--- src/design/panel_pkg.sv ---
package panel_pkg;

  // ****************************************************************
  // Clock and timing
  // ****************************************************************
  localparam int CLK_PERIOD_NS = 10;
  localparam int NS_PER_MS = 1000000;
  localparam int CYC_PER_MS = (NS_PER_MS + CLK_PERIOD_NS - 1) / CLK_PERIOD_NS;
  localparam int MS_PER_S = 1000;
  localparam int DEBOUNCE_MS = 20;
  localparam int LONG_PRESS_MS = 2000;
  localparam int BLINK_HALF_MS = 500;
  localparam int COMM_HOLD_MS = 200;
  localparam int IDLE_RETURN_S = 30;
  localparam int LAMP_S_PER_MIN = 60;

  // ****************************************************************
  // Widths
  // ****************************************************************
  localparam int VAL_W = 14;
  localparam int SEC_W = 13;
  localparam int ADDR_W = 12;
  localparam int DIGITS = 4;

  // ****************************************************************
  // Register offsets
  // ****************************************************************
  localparam logic [ADDR_W-1:0] OFS_STATUS = 12'h000;
  localparam logic [ADDR_W-1:0] OFS_VT = 12'h004;
  localparam logic [ADDR_W-1:0] OFS_CT = 12'h008;
  localparam logic [ADDR_W-1:0] OFS_NODE = 12'h00c;
  localparam logic [ADDR_W-1:0] OFS_FMT = 12'h010;
  localparam logic [ADDR_W-1:0] OFS_LAMP = 12'h014;
  localparam logic [ADDR_W-1:0] OFS_OUT = 12'h018;
  localparam logic [ADDR_W-1:0] OFS_PASS = 12'h01c;
  localparam logic [ADDR_W-1:0] OFS_WIPE = 12'h020;

  // ****************************************************************
  // Ranges and reset values
  // ****************************************************************
  localparam logic [VAL_W-1:0] PASS_DEF = 14'h1a0a;
  localparam logic [VAL_W-1:0] PASS_MAX = 14'h270f;
  localparam logic [VAL_W-1:0] RATIO_MIN = 14'h0001;
  localparam logic [VAL_W-1:0] RATIO_MAX = 14'h270f;
  localparam logic [VAL_W-1:0] RATIO_DEF = 14'h0001;
  localparam logic [VAL_W-1:0] NODE_MIN = 14'h0001;
  localparam logic [VAL_W-1:0] NODE_MAX = 14'h00f7;
  localparam logic [VAL_W-1:0] NODE_DEF = 14'h0001;
  localparam logic [VAL_W-1:0] FMT_MAX = 14'h0002;
  localparam logic [VAL_W-1:0] LAMP_MAX = 14'h0078;
  localparam logic [VAL_W-1:0] LAMP_DEF = 14'h000a;
  localparam logic [VAL_W-1:0] OUT_MAX = 14'h0006;
  localparam logic [VAL_W-1:0] WIPE_MAX = 14'h0001;
  localparam logic [3:0] DIGIT_MAX = 4'h9;

  // ****************************************************************
  // Enumerations
  // ****************************************************************
  typedef enum logic [1:0] {
    ST_MEAS = 2'b00, ST_PASS = 2'b01, ST_MENU = 2'b11, ST_EDIT = 2'b10
  } ui_state_t;

  typedef enum logic [3:0] {
    PG_VOLT, PG_CURR, PG_P, PG_Q, PG_S, PG_PF, PG_FREQ, PG_EP, PG_EQ,
    PG_TEMP, PG_WORK, PG_LOAD, PG_RELAY, PG_DIN
  } page_t;

  typedef enum logic [2:0] {
    IT_PASS, IT_OUT, IT_VT, IT_CT, IT_NODE, IT_FMT, IT_LAMP, IT_WIPE
  } item_t;

  typedef enum logic [1:0] {FMT_8N1 = 2'h0, FMT_8E1 = 2'h1, FMT_8O1 = 2'h2} frame_fmt_t;

  typedef enum logic [2:0] {
    OUT_U = 3'h0, OUT_I, OUT_P, OUT_Q, OUT_S, OUT_PF, OUT_F
  } out_pick_t;

endpackage

--- src/design/front_panel_menu.sv ---
// The register offsets and the APB slave port were chosen for this implementation.
`timescale 1ns/100ps
module front_panel_menu
  import panel_pkg::*;
#(
  parameter int CYC_PER_MS_P = CYC_PER_MS
) (
  // Clock and reset
  input logic ref_clk,
  input logic rstn,
  // APB slave
  input logic psel,
  input logic penable,
  input logic pwrite,
  input logic [ADDR_W-1:0] paddr,
  input logic [31:0] pwdata,
  output logic [31:0] prdata,
  output logic pready,
  output logic pslverr,
  // Front panel keys, low while touched
  input logic key_left_n,
  input logic key_down_n,
  input logic key_enter_n,
  // Serial link activity pins
  input logic tx_active,
  input logic rx_active,
  // Display drive
  output logic [1:0] disp_state,
  output logic [3:0] disp_page,
  output logic [2:0] disp_item,
  output logic [1:0] disp_cursor,
  output logic [15:0] disp_digits,
  output logic [3:0] blink_mask,
  output logic backlight_on,
  output logic comm_tx_seg,
  output logic comm_rx_seg,
  // Stored setup values
  output logic [VAL_W-1:0] vt_ratio,
  output logic [VAL_W-1:0] ct_ratio,
  output logic [7:0] node_addr,
  output logic [1:0] frame_fmt,
  output logic [2:0] output_item_pick,
  output logic [6:0] lamp_timeout,
  output logic energy_wipe
);

  // ****************************************************************
  // Helpers
  // ****************************************************************
  function automatic logic in_range(input item_t it, input logic [VAL_W-1:0] v);
    case (it)
      IT_PASS: in_range = (v <= PASS_MAX);
      IT_OUT: in_range = (v <= OUT_MAX);
      IT_VT, IT_CT: in_range = (v >= RATIO_MIN) && (v <= RATIO_MAX);
      IT_NODE: in_range = (v >= NODE_MIN) && (v <= NODE_MAX);
      IT_FMT: in_range = (v <= FMT_MAX);
      IT_LAMP: in_range = (v <= LAMP_MAX);
      IT_WIPE: in_range = (v <= WIPE_MAX);
      default: in_range = 1'b0;
    endcase
  endfunction

  function automatic logic [VAL_W-1:0] bcd_to_bin(input logic [15:0] d);
    logic [VAL_W-1:0] r;
    r = VAL_W'(d[15:12]) * VAL_W'(1000);
    r = r + VAL_W'(d[11:8]) * VAL_W'(100);
    r = r + VAL_W'(d[7:4]) * VAL_W'(10);
    r = r + VAL_W'(d[3:0]);
    return r;
  endfunction

  function automatic logic [15:0] bin_to_bcd(input logic [VAL_W-1:0] v);
    logic [15:0] b;
    b = 16'h0000;
    for (int i = VAL_W - 1; i >= 0; i--) begin
      for (int k = 0; k < DIGITS; k++) begin
        if (b[k*4 +: 4] > 4'h4) begin
          b[k*4 +: 4] = b[k*4 +: 4] + 4'h3;
        end
      end
      b = {b[14:0], v[i]};
    end
    return b;
  endfunction

  function automatic logic [15:0] bump_digit(input logic [15:0] d, input logic [1:0] c);
    logic [15:0] r;
    r = d;
    if (d[c*4 +: 4] >= DIGIT_MAX) begin
      r[c*4 +: 4] = 4'h0;
    end else begin
      r[c*4 +: 4] = d[c*4 +: 4] + 4'h1;
    end
    return r;
  endfunction

  function automatic logic ofs_item(input logic [ADDR_W-1:0] a, output item_t it);
    ofs_item = 1'b1;
    case (a)
      OFS_VT: it = IT_VT;
      OFS_CT: it = IT_CT;
      OFS_NODE: it = IT_NODE;
      OFS_FMT: it = IT_FMT;
      OFS_LAMP: it = IT_LAMP;
      OFS_OUT: it = IT_OUT;
      OFS_PASS: it = IT_PASS;
      OFS_WIPE: it = IT_WIPE;
      default: begin
        it = IT_PASS;
        ofs_item = 1'b0;
      end
    endcase
  endfunction

  // ****************************************************************
  // Reset release and time base
  // ****************************************************************
  logic [1:0] rst_sync_r;
  logic rst_n;
  logic ms_tick;
  logic sec_tick;

  always_ff @(posedge ref_clk or negedge rstn) begin
    if (!rstn) begin
      rst_sync_r <= 2'h0;
    end else begin
      rst_sync_r <= {rst_sync_r[0], 1'b1};
    end
  end
  assign rst_n = rst_sync_r[1];

  tick_gen #(.DIV(CYC_PER_MS_P)) u_ms_tick (
    .clk(ref_clk),
    .rst_n(rst_n),
    .en(1'b1),
    .tick(ms_tick)
  );

  tick_gen #(.DIV(MS_PER_S)) u_sec_tick (
    .clk(ref_clk),
    .rst_n(rst_n),
    .en(ms_tick),
    .tick(sec_tick)
  );

  // ****************************************************************
  // Keys
  // ****************************************************************
  logic left_short, left_long, down_short, down_long, enter_short, enter_long;
  logic down_p, enter_p, any_key;

  key_sense #(.DEB_MS(DEBOUNCE_MS), .LONG_MS(LONG_PRESS_MS)) u_key_left (
    .clk(ref_clk), .rst_n(rst_n), .ms_tick(ms_tick), .key_n(key_left_n),
    .short_p(left_short), .long_p(left_long)
  );
  key_sense #(.DEB_MS(DEBOUNCE_MS), .LONG_MS(LONG_PRESS_MS)) u_key_down (
    .clk(ref_clk), .rst_n(rst_n), .ms_tick(ms_tick), .key_n(key_down_n),
    .short_p(down_short), .long_p(down_long)
  );
  key_sense #(.DEB_MS(DEBOUNCE_MS), .LONG_MS(LONG_PRESS_MS)) u_key_enter (
    .clk(ref_clk), .rst_n(rst_n), .ms_tick(ms_tick), .key_n(key_enter_n),
    .short_p(enter_short), .long_p(enter_long)
  );

  // Only the left key has a distinct long action; the others act once per touch.
  assign down_p = down_short | down_long;
  assign enter_p = enter_short | enter_long;
  assign any_key = left_short | left_long | down_p | enter_p;

  // ****************************************************************
  // Stored setup values and their write path
  // ****************************************************************
  logic [VAL_W-1:0] pass_r;
  logic [VAL_W-1:0] vt_r, ct_r;
  logic [7:0] node_r;
  frame_fmt_t fmt_r;
  out_pick_t out_r;
  logic [6:0] lamp_r;
  logic wipe_r;
  ui_state_t state_r;
  page_t page_r;
  item_t item_r;
  logic [1:0] cursor_r;
  logic [15:0] edit_r;
  logic [VAL_W-1:0] edit_bin;
  logic panel_ok;
  logic apb_wr;
  item_t apb_item;
  logic apb_hit;
  logic wr_en;
  item_t wr_item;
  logic [VAL_W-1:0] wr_val;
  logic pready_r, pslverr_r;

  assign edit_bin = bcd_to_bin(edit_r);
  assign panel_ok = (state_r == ST_EDIT) && enter_p && in_range(item_r, edit_bin);
  assign apb_wr = psel && penable && pready_r && pwrite && !pslverr_r;

  always_comb begin
    apb_hit = ofs_item(paddr, apb_item);
    wr_en = (apb_wr && apb_hit) || panel_ok;
    wr_item = (apb_wr && apb_hit) ? apb_item : item_r;
    wr_val = (apb_wr && apb_hit) ? pwdata[VAL_W-1:0] : edit_bin;
  end

  always_ff @(posedge ref_clk or negedge rst_n) begin
    if (!rst_n) begin
      pass_r <= PASS_DEF;
      vt_r <= RATIO_DEF;
      ct_r <= RATIO_DEF;
      node_r <= NODE_DEF[7:0];
      fmt_r <= FMT_8N1;
      out_r <= OUT_U;
      lamp_r <= LAMP_DEF[6:0];
    end else if (wr_en) begin
      case (wr_item)
        IT_PASS: pass_r <= wr_val;
        IT_OUT: out_r <= out_pick_t'(wr_val[2:0]);
        IT_VT: vt_r <= wr_val;
        IT_CT: ct_r <= wr_val;
        IT_NODE: node_r <= wr_val[7:0];
        IT_FMT: fmt_r <= frame_fmt_t'(wr_val[1:0]);
        IT_LAMP: lamp_r <= wr_val[6:0];
        default: ;
      endcase
    end
  end

  // The wipe item holds no value; confirming a one fires a single pulse.
  always_ff @(posedge ref_clk or negedge rst_n) begin
    if (!rst_n) begin
      wipe_r <= 1'b0;
    end else begin
      wipe_r <= wr_en && (wr_item == IT_WIPE) && wr_val[0];
    end
  end

  function automatic logic [VAL_W-1:0] item_value(input item_t it);
    case (it)
      IT_PASS: item_value = pass_r;
      IT_OUT: item_value = VAL_W'(out_r);
      IT_VT: item_value = vt_r;
      IT_CT: item_value = ct_r;
      IT_NODE: item_value = VAL_W'(node_r);
      IT_FMT: item_value = VAL_W'(fmt_r);
      IT_LAMP: item_value = VAL_W'(lamp_r);
      default: item_value = '0;
    endcase
  endfunction

  // ****************************************************************
  // Idle time since the last key
  // ****************************************************************
  logic [SEC_W-1:0] idle_s_r;
  logic idle_out;

  always_ff @(posedge ref_clk or negedge rst_n) begin
    if (!rst_n) begin
      idle_s_r <= '0;
    end else if (any_key) begin
      idle_s_r <= '0;
    end else if (sec_tick && idle_s_r != '1) begin
      idle_s_r <= idle_s_r + 1'b1;
    end
  end
  assign idle_out = (idle_s_r >= SEC_W'(IDLE_RETURN_S));

  // ****************************************************************
  // Menu state machine
  // ****************************************************************
  always_ff @(posedge ref_clk or negedge rst_n) begin
    if (!rst_n) begin
      state_r <= ST_MEAS;
      page_r <= PG_VOLT;
      item_r <= IT_PASS;
      cursor_r <= 2'h0;
      edit_r <= 16'h0000;
    end else if (state_r != ST_MEAS && idle_out) begin
      state_r <= ST_MEAS;
    end else begin
      case (state_r)
        ST_MEAS: begin
          if (left_long || enter_p) begin
            state_r <= ST_PASS;
            edit_r <= 16'h0000;
            cursor_r <= 2'h0;
          end else if (left_short) begin
            page_r <= (page_r >= PG_FREQ) ? PG_VOLT : page_t'(page_r + 4'h1);
          end else if (down_p) begin
            page_r <= (page_r == PG_DIN) ? PG_VOLT : page_t'(page_r + 4'h1);
          end
        end
        ST_PASS: begin
          if (left_long) begin
            state_r <= ST_MEAS;
          end else if (enter_p) begin
            edit_r <= 16'h0000;
            cursor_r <= 2'h0;
            if (edit_bin == pass_r) begin
              state_r <= ST_MENU;
              item_r <= IT_PASS;
            end
          end else if (left_short) begin
            cursor_r <= cursor_r + 2'h1;
          end else if (down_p) begin
            edit_r <= bump_digit(edit_r, cursor_r);
          end
        end
        ST_MENU: begin
          if (left_long) begin
            state_r <= ST_MEAS;
          end else if (down_p) begin
            item_r <= item_t'(item_r + 3'h1);
          end else if (enter_p) begin
            state_r <= ST_EDIT;
            edit_r <= bin_to_bcd(item_value(item_r));
            cursor_r <= 2'h0;
          end
        end
        ST_EDIT: begin
          if (left_long) begin
            state_r <= ST_MEAS;
          end else if (enter_p) begin
            state_r <= ST_MENU;
          end else if (left_short) begin
            cursor_r <= cursor_r + 2'h1;
          end else if (down_p) begin
            edit_r <= bump_digit(edit_r, cursor_r);
          end
        end
        default: state_r <= ST_MEAS;
      endcase
    end
  end

  // ****************************************************************
  // Blink, backlight and link indicator
  // ****************************************************************
  logic [9:0] blink_ms_r;
  logic blink_phase_r;
  logic [3:0] blink_mask_r;
  logic backlight_r;
  logic [SEC_W-1:0] lamp_limit;
  logic [1:0] act_s1_r, act_s2_r;
  logic [7:0] act_hold_r [2];
  logic [1:0] seg_r;

  always_ff @(posedge ref_clk or negedge rst_n) begin
    if (!rst_n) begin
      blink_ms_r <= '0;
      blink_phase_r <= 1'b0;
      blink_mask_r <= 4'h0;
    end else begin
      if (ms_tick) begin
        if (blink_ms_r == 10'(BLINK_HALF_MS - 1)) begin
          blink_ms_r <= '0;
          blink_phase_r <= ~blink_phase_r;
        end else begin
          blink_ms_r <= blink_ms_r + 1'b1;
        end
      end
      blink_mask_r <= (state_r == ST_EDIT && blink_phase_r) ? (4'h1 << cursor_r) : 4'h0;
    end
  end

  // Timeout of zero means the lamp never goes out.
  assign lamp_limit = SEC_W'(lamp_r) * SEC_W'(LAMP_S_PER_MIN);
  always_ff @(posedge ref_clk or negedge rst_n) begin
    if (!rst_n) begin
      backlight_r <= 1'b1;
    end else begin
      backlight_r <= (lamp_r == 7'h00) || (idle_s_r < lamp_limit);
    end
  end

  // Activity is stretched so a short frame stays visible to the eye.
  always_ff @(posedge ref_clk or negedge rst_n) begin
    if (!rst_n) begin
      act_s1_r <= 2'h0;
      act_s2_r <= 2'h0;
      seg_r <= 2'h0;
      act_hold_r[0] <= '0;
      act_hold_r[1] <= '0;
    end else begin
      act_s1_r <= {rx_active, tx_active};
      act_s2_r <= act_s1_r;
      for (int i = 0; i < 2; i++) begin
        if (act_s2_r[i]) begin
          act_hold_r[i] <= 8'(COMM_HOLD_MS);
        end else if (ms_tick && act_hold_r[i] != '0) begin
          act_hold_r[i] <= act_hold_r[i] - 1'b1;
        end
        seg_r[i] <= act_s2_r[i] || (act_hold_r[i] != '0);
      end
    end
  end

  // ****************************************************************
  // APB slave, no wait states, answers in the access cycle
  // ****************************************************************
  logic [31:0] prdata_r;
  logic [31:0] rd_val;
  logic rd_ok;

  always_comb begin
    rd_ok = 1'b1;
    case (paddr)
      OFS_STATUS: rd_val = {19'h0, backlight_r, state_r, cursor_r, 1'b0, item_r, page_r};
      OFS_VT: rd_val = 32'(vt_r);
      OFS_CT: rd_val = 32'(ct_r);
      OFS_NODE: rd_val = 32'(node_r);
      OFS_FMT: rd_val = 32'(fmt_r);
      OFS_LAMP: rd_val = 32'(lamp_r);
      OFS_OUT: rd_val = 32'(out_r);
      OFS_PASS, OFS_WIPE: rd_val = 32'h0;
      default: begin
        rd_val = 32'h0;
        rd_ok = 1'b0;
      end
    endcase
  end

  // Errors are decided in the setup cycle, so a refused write never lands.
  always_ff @(posedge ref_clk or negedge rst_n) begin
    if (!rst_n) begin
      pready_r <= 1'b0;
      pslverr_r <= 1'b0;
      prdata_r <= 32'h0;
    end else begin
      pready_r <= psel && !penable;
      if (psel && !penable) begin
        prdata_r <= pwrite ? 32'h0 : rd_val;
        if (pwrite) begin
          pslverr_r <= !apb_hit || !in_range(apb_item, pwdata[VAL_W-1:0]) ||
                       (pwdata[31:VAL_W] != '0);
        end else begin
          pslverr_r <= !rd_ok;
        end
      end else begin
        pslverr_r <= 1'b0;
      end
    end
  end

  // ****************************************************************
  // Outputs
  // ****************************************************************
  assign prdata = prdata_r;
  assign pready = pready_r;
  assign pslverr = pslverr_r;
  assign disp_state = state_r;
  assign disp_page = page_r;
  assign disp_item = item_r;
  assign disp_cursor = cursor_r;
  assign disp_digits = edit_r;
  assign blink_mask = blink_mask_r;
  assign backlight_on = backlight_r;
  assign comm_tx_seg = seg_r[0];
  assign comm_rx_seg = seg_r[1];
  assign vt_ratio = vt_r;
  assign ct_ratio = ct_r;
  assign node_addr = node_r;
  assign frame_fmt = fmt_r;
  assign output_item_pick = out_r;
  assign lamp_timeout = lamp_r;
  assign energy_wipe = wipe_r;

endmodule

--- src/design/key_sense.sv ---
`timescale 1ns/100ps
module key_sense #(
  parameter int DEB_MS = 20,
  parameter int LONG_MS = 2000
) (
  // Clock and reset
  input logic clk,
  input logic rst_n,
  input logic ms_tick,
  // Key pin, low while touched
  input logic key_n,
  // Press events
  output logic short_p,
  output logic long_p
);
  localparam int CW = $clog2(LONG_MS + 1);
  logic [1:0] sync_r;
  logic stable_r;
  logic [CW-1:0] deb_r;
  logic [CW-1:0] hold_r;
  logic long_done_r;

  always_ff @(posedge clk or negedge rst_n) begin
    if (!rst_n) begin
      sync_r <= 2'h0;
    end else begin
      sync_r <= {sync_r[0], ~key_n};
    end
  end

  // A level change must persist for the whole debounce time to count.
  always_ff @(posedge clk or negedge rst_n) begin
    if (!rst_n) begin
      stable_r <= 1'b0;
      deb_r <= '0;
    end else if (sync_r[1] == stable_r) begin
      deb_r <= '0;
    end else if (ms_tick) begin
      if (deb_r == CW'(DEB_MS - 1)) begin
        stable_r <= sync_r[1];
        deb_r <= '0;
      end else begin
        deb_r <= deb_r + 1'b1;
      end
    end
  end

  // A long press fires while still held; its release then gives no short press.
  always_ff @(posedge clk or negedge rst_n) begin
    if (!rst_n) begin
      hold_r <= '0;
      long_done_r <= 1'b0;
      short_p <= 1'b0;
      long_p <= 1'b0;
    end else begin
      short_p <= 1'b0;
      long_p <= 1'b0;
      if (stable_r) begin
        if (ms_tick && !long_done_r) begin
          if (hold_r == CW'(LONG_MS - 1)) begin
            long_p <= 1'b1;
            long_done_r <= 1'b1;
          end else begin
            hold_r <= hold_r + 1'b1;
          end
        end
      end else begin
        if ((hold_r != '0 || deb_r == '0) && !long_done_r && hold_r != '0) begin
          short_p <= 1'b1;
        end
        hold_r <= '0;
        long_done_r <= 1'b0;
      end
    end
  end
endmodule

--- src/design/tick_gen.sv ---
`timescale 1ns/100ps
module tick_gen #(
  parameter int DIV = 100000
) (
  // Clock and reset
  input logic clk,
  input logic rst_n,
  // Count enable and output pulse
  input logic en,
  output logic tick
);
  localparam int W = (DIV > 1) ? $clog2(DIV) : 1;
  logic [W-1:0] cnt_r;

  always_ff @(posedge clk or negedge rst_n) begin
    if (!rst_n) begin
      cnt_r <= '0;
      tick <= 1'b0;
    end else if (en) begin
      if (cnt_r == W'(DIV - 1)) begin
        cnt_r <= '0;
        tick <= 1'b1;
      end else begin
        cnt_r <= cnt_r + 1'b1;
        tick <= 1'b0;
      end
    end else begin
      tick <= 1'b0;
    end
  end
endmodule

--- config.mk ---
export PLATFORM = sky130hd
export DESIGN_NAME = front_panel_menu
export DESIGN_NICKNAME = d
export VERILOG_FILES = /design/src/design/panel_pkg.sv /design/src/design/front_panel_menu.sv /design/src/design/key_sense.sv /design/src/design/tick_gen.sv
export SDC_FILE = /design/constraint.sdc
export NUM_CORES = 1
export LEC_CHECK = 0
export ABC_AREA = 1
export BUFFER_PORTS_ARGS = -buffer_cell sky130_fd_sc_hd__buf_2
export CAP_MARGIN = 20
export CELL_PAD_IN_SITES_DETAIL_PLACEMENT = 1
export CELL_PAD_IN_SITES_GLOBAL_PLACEMENT = 1
export CORE_UTILIZATION = 49
export CTS_CLUSTER_DIAMETER = 150
export CTS_CLUSTER_SIZE = 20
export DETAILED_ROUTE_END_ITERATION = 6
export GPL_TIMING_DRIVEN = 0
export PLACE_DENSITY_LB_ADDON = 0.1
export REMOVE_ABC_BUFFERS = 1
export SYNTH_ARGS = -nofsm -noshare
export SYNTH_HDL_FRONTEND = slang
export SYNTH_SLANG_ARGS = --single-unit
--- constraint.sdc ---
create_clock -name ref_clk -period 23.3 [get_ports ref_clk]
set_clock_uncertainty 0.2 [all_clocks]
set_input_delay 1.165 -clock ref_clk [delete_from_list [all_inputs] [get_ports ref_clk]]
set_output_delay 1.165 -clock ref_clk [all_outputs]
set_load 0.01 [all_outputs]
==> tab_implementation.tex <==
\begin{tabular}{lr}
\hline
Metric & Value \\
\hline
\multicolumn{2}{l}{\textbf{Layout}} \\
\quad Post-layout net count & 3033 \\
\quad Highest-count cells in the layout ignoring fill and taps & nand2\_1, inv\_1, dfrtp\_1 \\
\quad Ant. Diodes & 0 \\
\quad Cell area after layout & 21900 µm² \\
\quad Most common cell after layout, fill and taps aside & nand2\_1 \\
\quad Share of the core filled with cells in the final layout & 0.548 \\
\quad P\&R area growth vs syn & 9.38\% \\
\quad Filler Cell Count & 5159 \\
\quad Fraction of final layout cells sized beyond drive strength 1 & 0.116 \\
\multicolumn{2}{l}{\textbf{Floorplan}} \\
\quad Floorplan row count & 73 \\
\quad Ports placed on the boundary & 171 \\
\quad Die extent in y & 204 µm \\
\quad Die area & 41700 µm² \\
\quad Placeable core area & 40000 µm² \\
\quad Initial Utilization & 0.501 \\
\quad Die width & 204 µm \\
\multicolumn{2}{l}{\textbf{Yosys}} \\
\quad Synthesized flop and latch total & 272 \\
\quad Synth Cell Area & 20000 µm² \\
\quad Average size of a mapped cell & 7.54 µm² \\
\quad Cell count after synthesis & 2659 \\
\quad Unique masters post-synth & 73 \\
\quad Post-synth EDFFs & 0 \\
\quad Fraction of the yosys area taken by sequential cells & 0.340 \\
\quad Async SR Flop Fraction & 1.00 \\
\quad Synth Flop Type & dfrtp\_1 \\
\quad Warnings from Yosys & 0 \\
\multicolumn{2}{l}{\textbf{Setup path}} \\
\quad Data arrival at the endpoint of the critical path & 10.93 ns \\
\quad Highest-delay cell along the critical path & dfrtp\_1 \\
\quad R2R Path End & disp\_digits[2]\$\_DFFE\_PN0P\_ \\
\quad R2R depth & 72 \\
\quad CP startpoint kind & flip-flop \\
\quad Kind of capture point of the worst setup path & flip-flop \\
\quad Worst Path Class, Setup & reg -> reg \\
\quad Data required time of the worst path & 23.53 ns \\
\quad Setup slack, reg-to-reg & 12.59 ns \\
\quad Crit path top cell by count & nand2\_1 \\
\quad CP peak stage delay & 0.62 ns \\
\quad Critical Path Fanout Max & 13 \\
\quad Reg2reg start & disp\_item[2]\$\_DFFE\_PN0P\_ \\
\multicolumn{2}{l}{\textbf{Drt}} \\
\quad Routed len/inst & 17.8 µm \\
\quad 1st-iter DRT viols & 860 \\
\quad Post-route ant nets & 0 \\
\quad Per-cell via count in the routed design & 5.64 \\
\quad First-pass iteration count of the detailed router & 5 \\
\quad Final wirelength & 59600 µm \\
\quad Count of vias placed by the detailed router & 18800 \\
\quad Count of unresolved DRC violations after routing & 0 \\
\multicolumn{2}{l}{\textbf{Hold path}} \\
\quad Hold Crit Class & reg -> async \\
\multicolumn{2}{l}{\textbf{Clock tree}} \\
\quad Clock root buffer master & clkbuf\_16 \\
\quad Gates resized, CTS repair & 0 \\
\quad Number of levels the H-tree was split into & 1 \\
\quad Post-CTS Setup Repair Bufs & 0 \\
\quad Clock network latency to the later pin of the worst-skew pair & 0.53 ns \\
\quad Buffer depth of the longest clock path & 3 \\
\quad Number of buffers added by the clock tree synthesis step & 17 \\
\quad Clock transition at the registers of the reported paths & 0.09 ns \\
\quad Total of hold buffers inserted after clock tree synthesis & 0 \\
\quad CTS tree & yes \\
\quad Sinks on Clock Net & 272 \\
\multicolumn{2}{l}{\textbf{Place}} \\
\quad Placed cell areas & 21400 µm² \\
\quad Number of buffers added on ports & 152 \\
\quad Hpwl dp & 47400 µm \\
\quad Final weighted congestion in routability-driven placement & 0.915 \\
\multicolumn{2}{l}{\textbf{Timing}} \\
\quad Number of setup violations in the final report & 0 \\
\quad Number of hold violations in the final report & 0 \\
\quad Fmax & 0.0934 GHz \\
\quad Slew Limit Fails & 0 \\
\quad Worst-margin pin slew & 1.16 ns \\
\quad Final worst-path cycle share & 0.459 \\
\quad RSZ-0062 raised after global routing & false \\
\quad Post-route setup TNS & 0 ns \\
\quad Slew HR & 0.218 \\
\quad Min cycle time layout & 10.71 ns \\
\multicolumn{2}{l}{\textbf{GRT}} \\
\quad Vias in the first global route & 19800 \\
\quad Gr usage total & 0.291 \\
\quad Antenna violations before repair & 0 \\
\quad Wire length of the first global-routing pass & 98800 µm \\
\quad Remaining global-route overflow & 0 \\
\quad Pin count of the biggest net entering global routing & 70 \\
\multicolumn{2}{l}{\textbf{Power and ir drop}} \\
\quad Ratio of total power to cell area & 37.1 nW/µm² \\
\quad Pleak & 10.8 nW \\
\quad Overall power & 0.812 mW \\
\quad Maximum vdd drop & 52.6 µV \\
\multicolumn{2}{l}{\textbf{Outcome}} \\
\quad Result of the run & finished, final reports clean \\
\multicolumn{2}{l}{\textbf{Job}} \\
\quad Number of maximum-capacitance constraint violations & 0 \\
\hline
\end{tabular}
[worst max-delay path: cells and delay by family, from the launching register on]
family | cells | cell delay, ns
adders and majority gates | 12 | 2.97
AOI/OAI and AO/OA | 2 | 0.55
buffers and inverters | 15 | 1.48
and+or+nand+nor | 42 | 4.55
xor gates and xnor gates | 1 | 0.21
DFF | 1 | 0.62
[layout make-up]
cell class / count / area (µm²) / area share
well taps: 525 / 657 / 0.0300
flip-flops and latches: 272 / 6820 / 0.311
repair buffers: 164 / 947 / 0.0432
clock inverters: 2 / 17.5 / 0.000799
multi-input cells: 1877 / 11200 / 0.512
clock buffers: 23 / 458 / 0.0209
inverters: 475 / 1790 / 0.0815
[sequential cells by signal, indices dropped and copies added, names as in the netlist, 3 cells and up]
signal / count
disp_item: 3
prdata: 14
disp_digits: 16
lamp_timeout: 7
u_key_enter.deb_r: 11
u_ms_tick.cnt_r: 17
u_key_left.deb_r: 11
ct_ratio: 14
node_addr: 8
output_item_pick: 3
disp_page: 4
vt_ratio: 14
u_key_down.hold_r: 11
blink_ms_r: 10
u_sec_tick.cnt_r: 10
u_key_enter.hold_r: 11
u_key_down.deb_r: 11
u_key_left.hold_r: 11
blink_mask: 4
idle_s_r: 13
pass_r: 14
act_hold_r: 16
[routing by layer]
| metal | track usage | routed length [µm] | share of wire |
|---|---|---|---|
| met5 | 0 | 0 | 0 |
| met4 | 0.107 | 2150 | 0.036 |
| met3 | 0.0429 | 3000 | 0.050 |
| met2 | 0.519 | 29400 | 0.49 |
| met1 | 0.353 | 25000 | 0.42 |
[worst max path at each step]
| stage | start | to | slack, ns | cells past startpoint |
|---|---|---|---|---|
| 4_1_cts | disp_item[2]$_DFFE_PN0P_ | disp_digits[2]$_DFFE_PN0P_ | 12.57 | 72 |
| 2_1_floorplan | disp_item[2]$_DFFE_PN0P_ | disp_digits[2]$_DFFE_PN0P_ | 14.24 | 75 |
| 3_5_place_dp | disp_item[2]$_DFFE_PN0P_ | disp_digits[7]$_DFFE_PN0P_ | 12.63 | 71 |
| 6_report | disp_item[2]$_DFFE_PN0P_ | disp_digits[2]$_DFFE_PN0P_ | 12.59 | 72 |
| 3_3_place_gp | rst_sync_r[1]$_DFF_PN0_ | prdata[8]$_DFFE_PN0P_ | 11.56 | 0 |
| 5_1_grt | disp_item[2]$_DFFE_PN0P_ | disp_digits[2]$_DFFE_PN0P_ | 11.70 | 72 |
[stage by stage]
stage | setup WS, ns | instances | hold slack [ns]
after detailed placement | 12.63 | 3310 | 0.138
after CTS | 12.57 | 3335 | 0.157
after floorplan | 14.24 | 2624 | 0.131
after global routing | 11.70 | 3338 | 0.162
after global placement | 11.56 | 3301 | 0.134
final | 12.59 | 3338 | 0.142
[cell families (layout without fill, tap and decap cells)]
logic type      Yosys count  after routing  synth area share
other cells               2             19          0.000375
flops                   272            272             0.340
xor+xnor                 60             60            0.0272
simple gates           1125           1125             0.261
fa+ha+maj               172            172             0.118
buf+inv                 527            664             0.103
mux                      14             14           0.00787
compound gates          487            487             0.143
[report_power, final]
part           switching [mW]  internal [mW]  total, mW
clock network           0.168          0.139      0.307
registers             0.00317          0.474      0.477
logic                  0.0196        0.00834     0.0279
[synth_stat cells, types with 18 or more instances]
library cell,instances,area [µm²]
a21oi_1,125,626
clkbuf_1,28,105
nor2_1,186,698
nand4_1,43,269
buf_4,18,135
xnor2_1,21,184
nor4_1,39,244
nand2_2,35,219
nor3_1,64,320
inv_1,449,1690
dfrtp_1,261,6530
inv_2,21,78.8
nand2_1,528,1980
ha_1,144,1800
o21ai_0,186,931
nand3_1,153,766
o22ai_1,47,294
xor2_1,38,333
fa_1,28,561
Note: power is estimated with default switching activity, not from simulation.
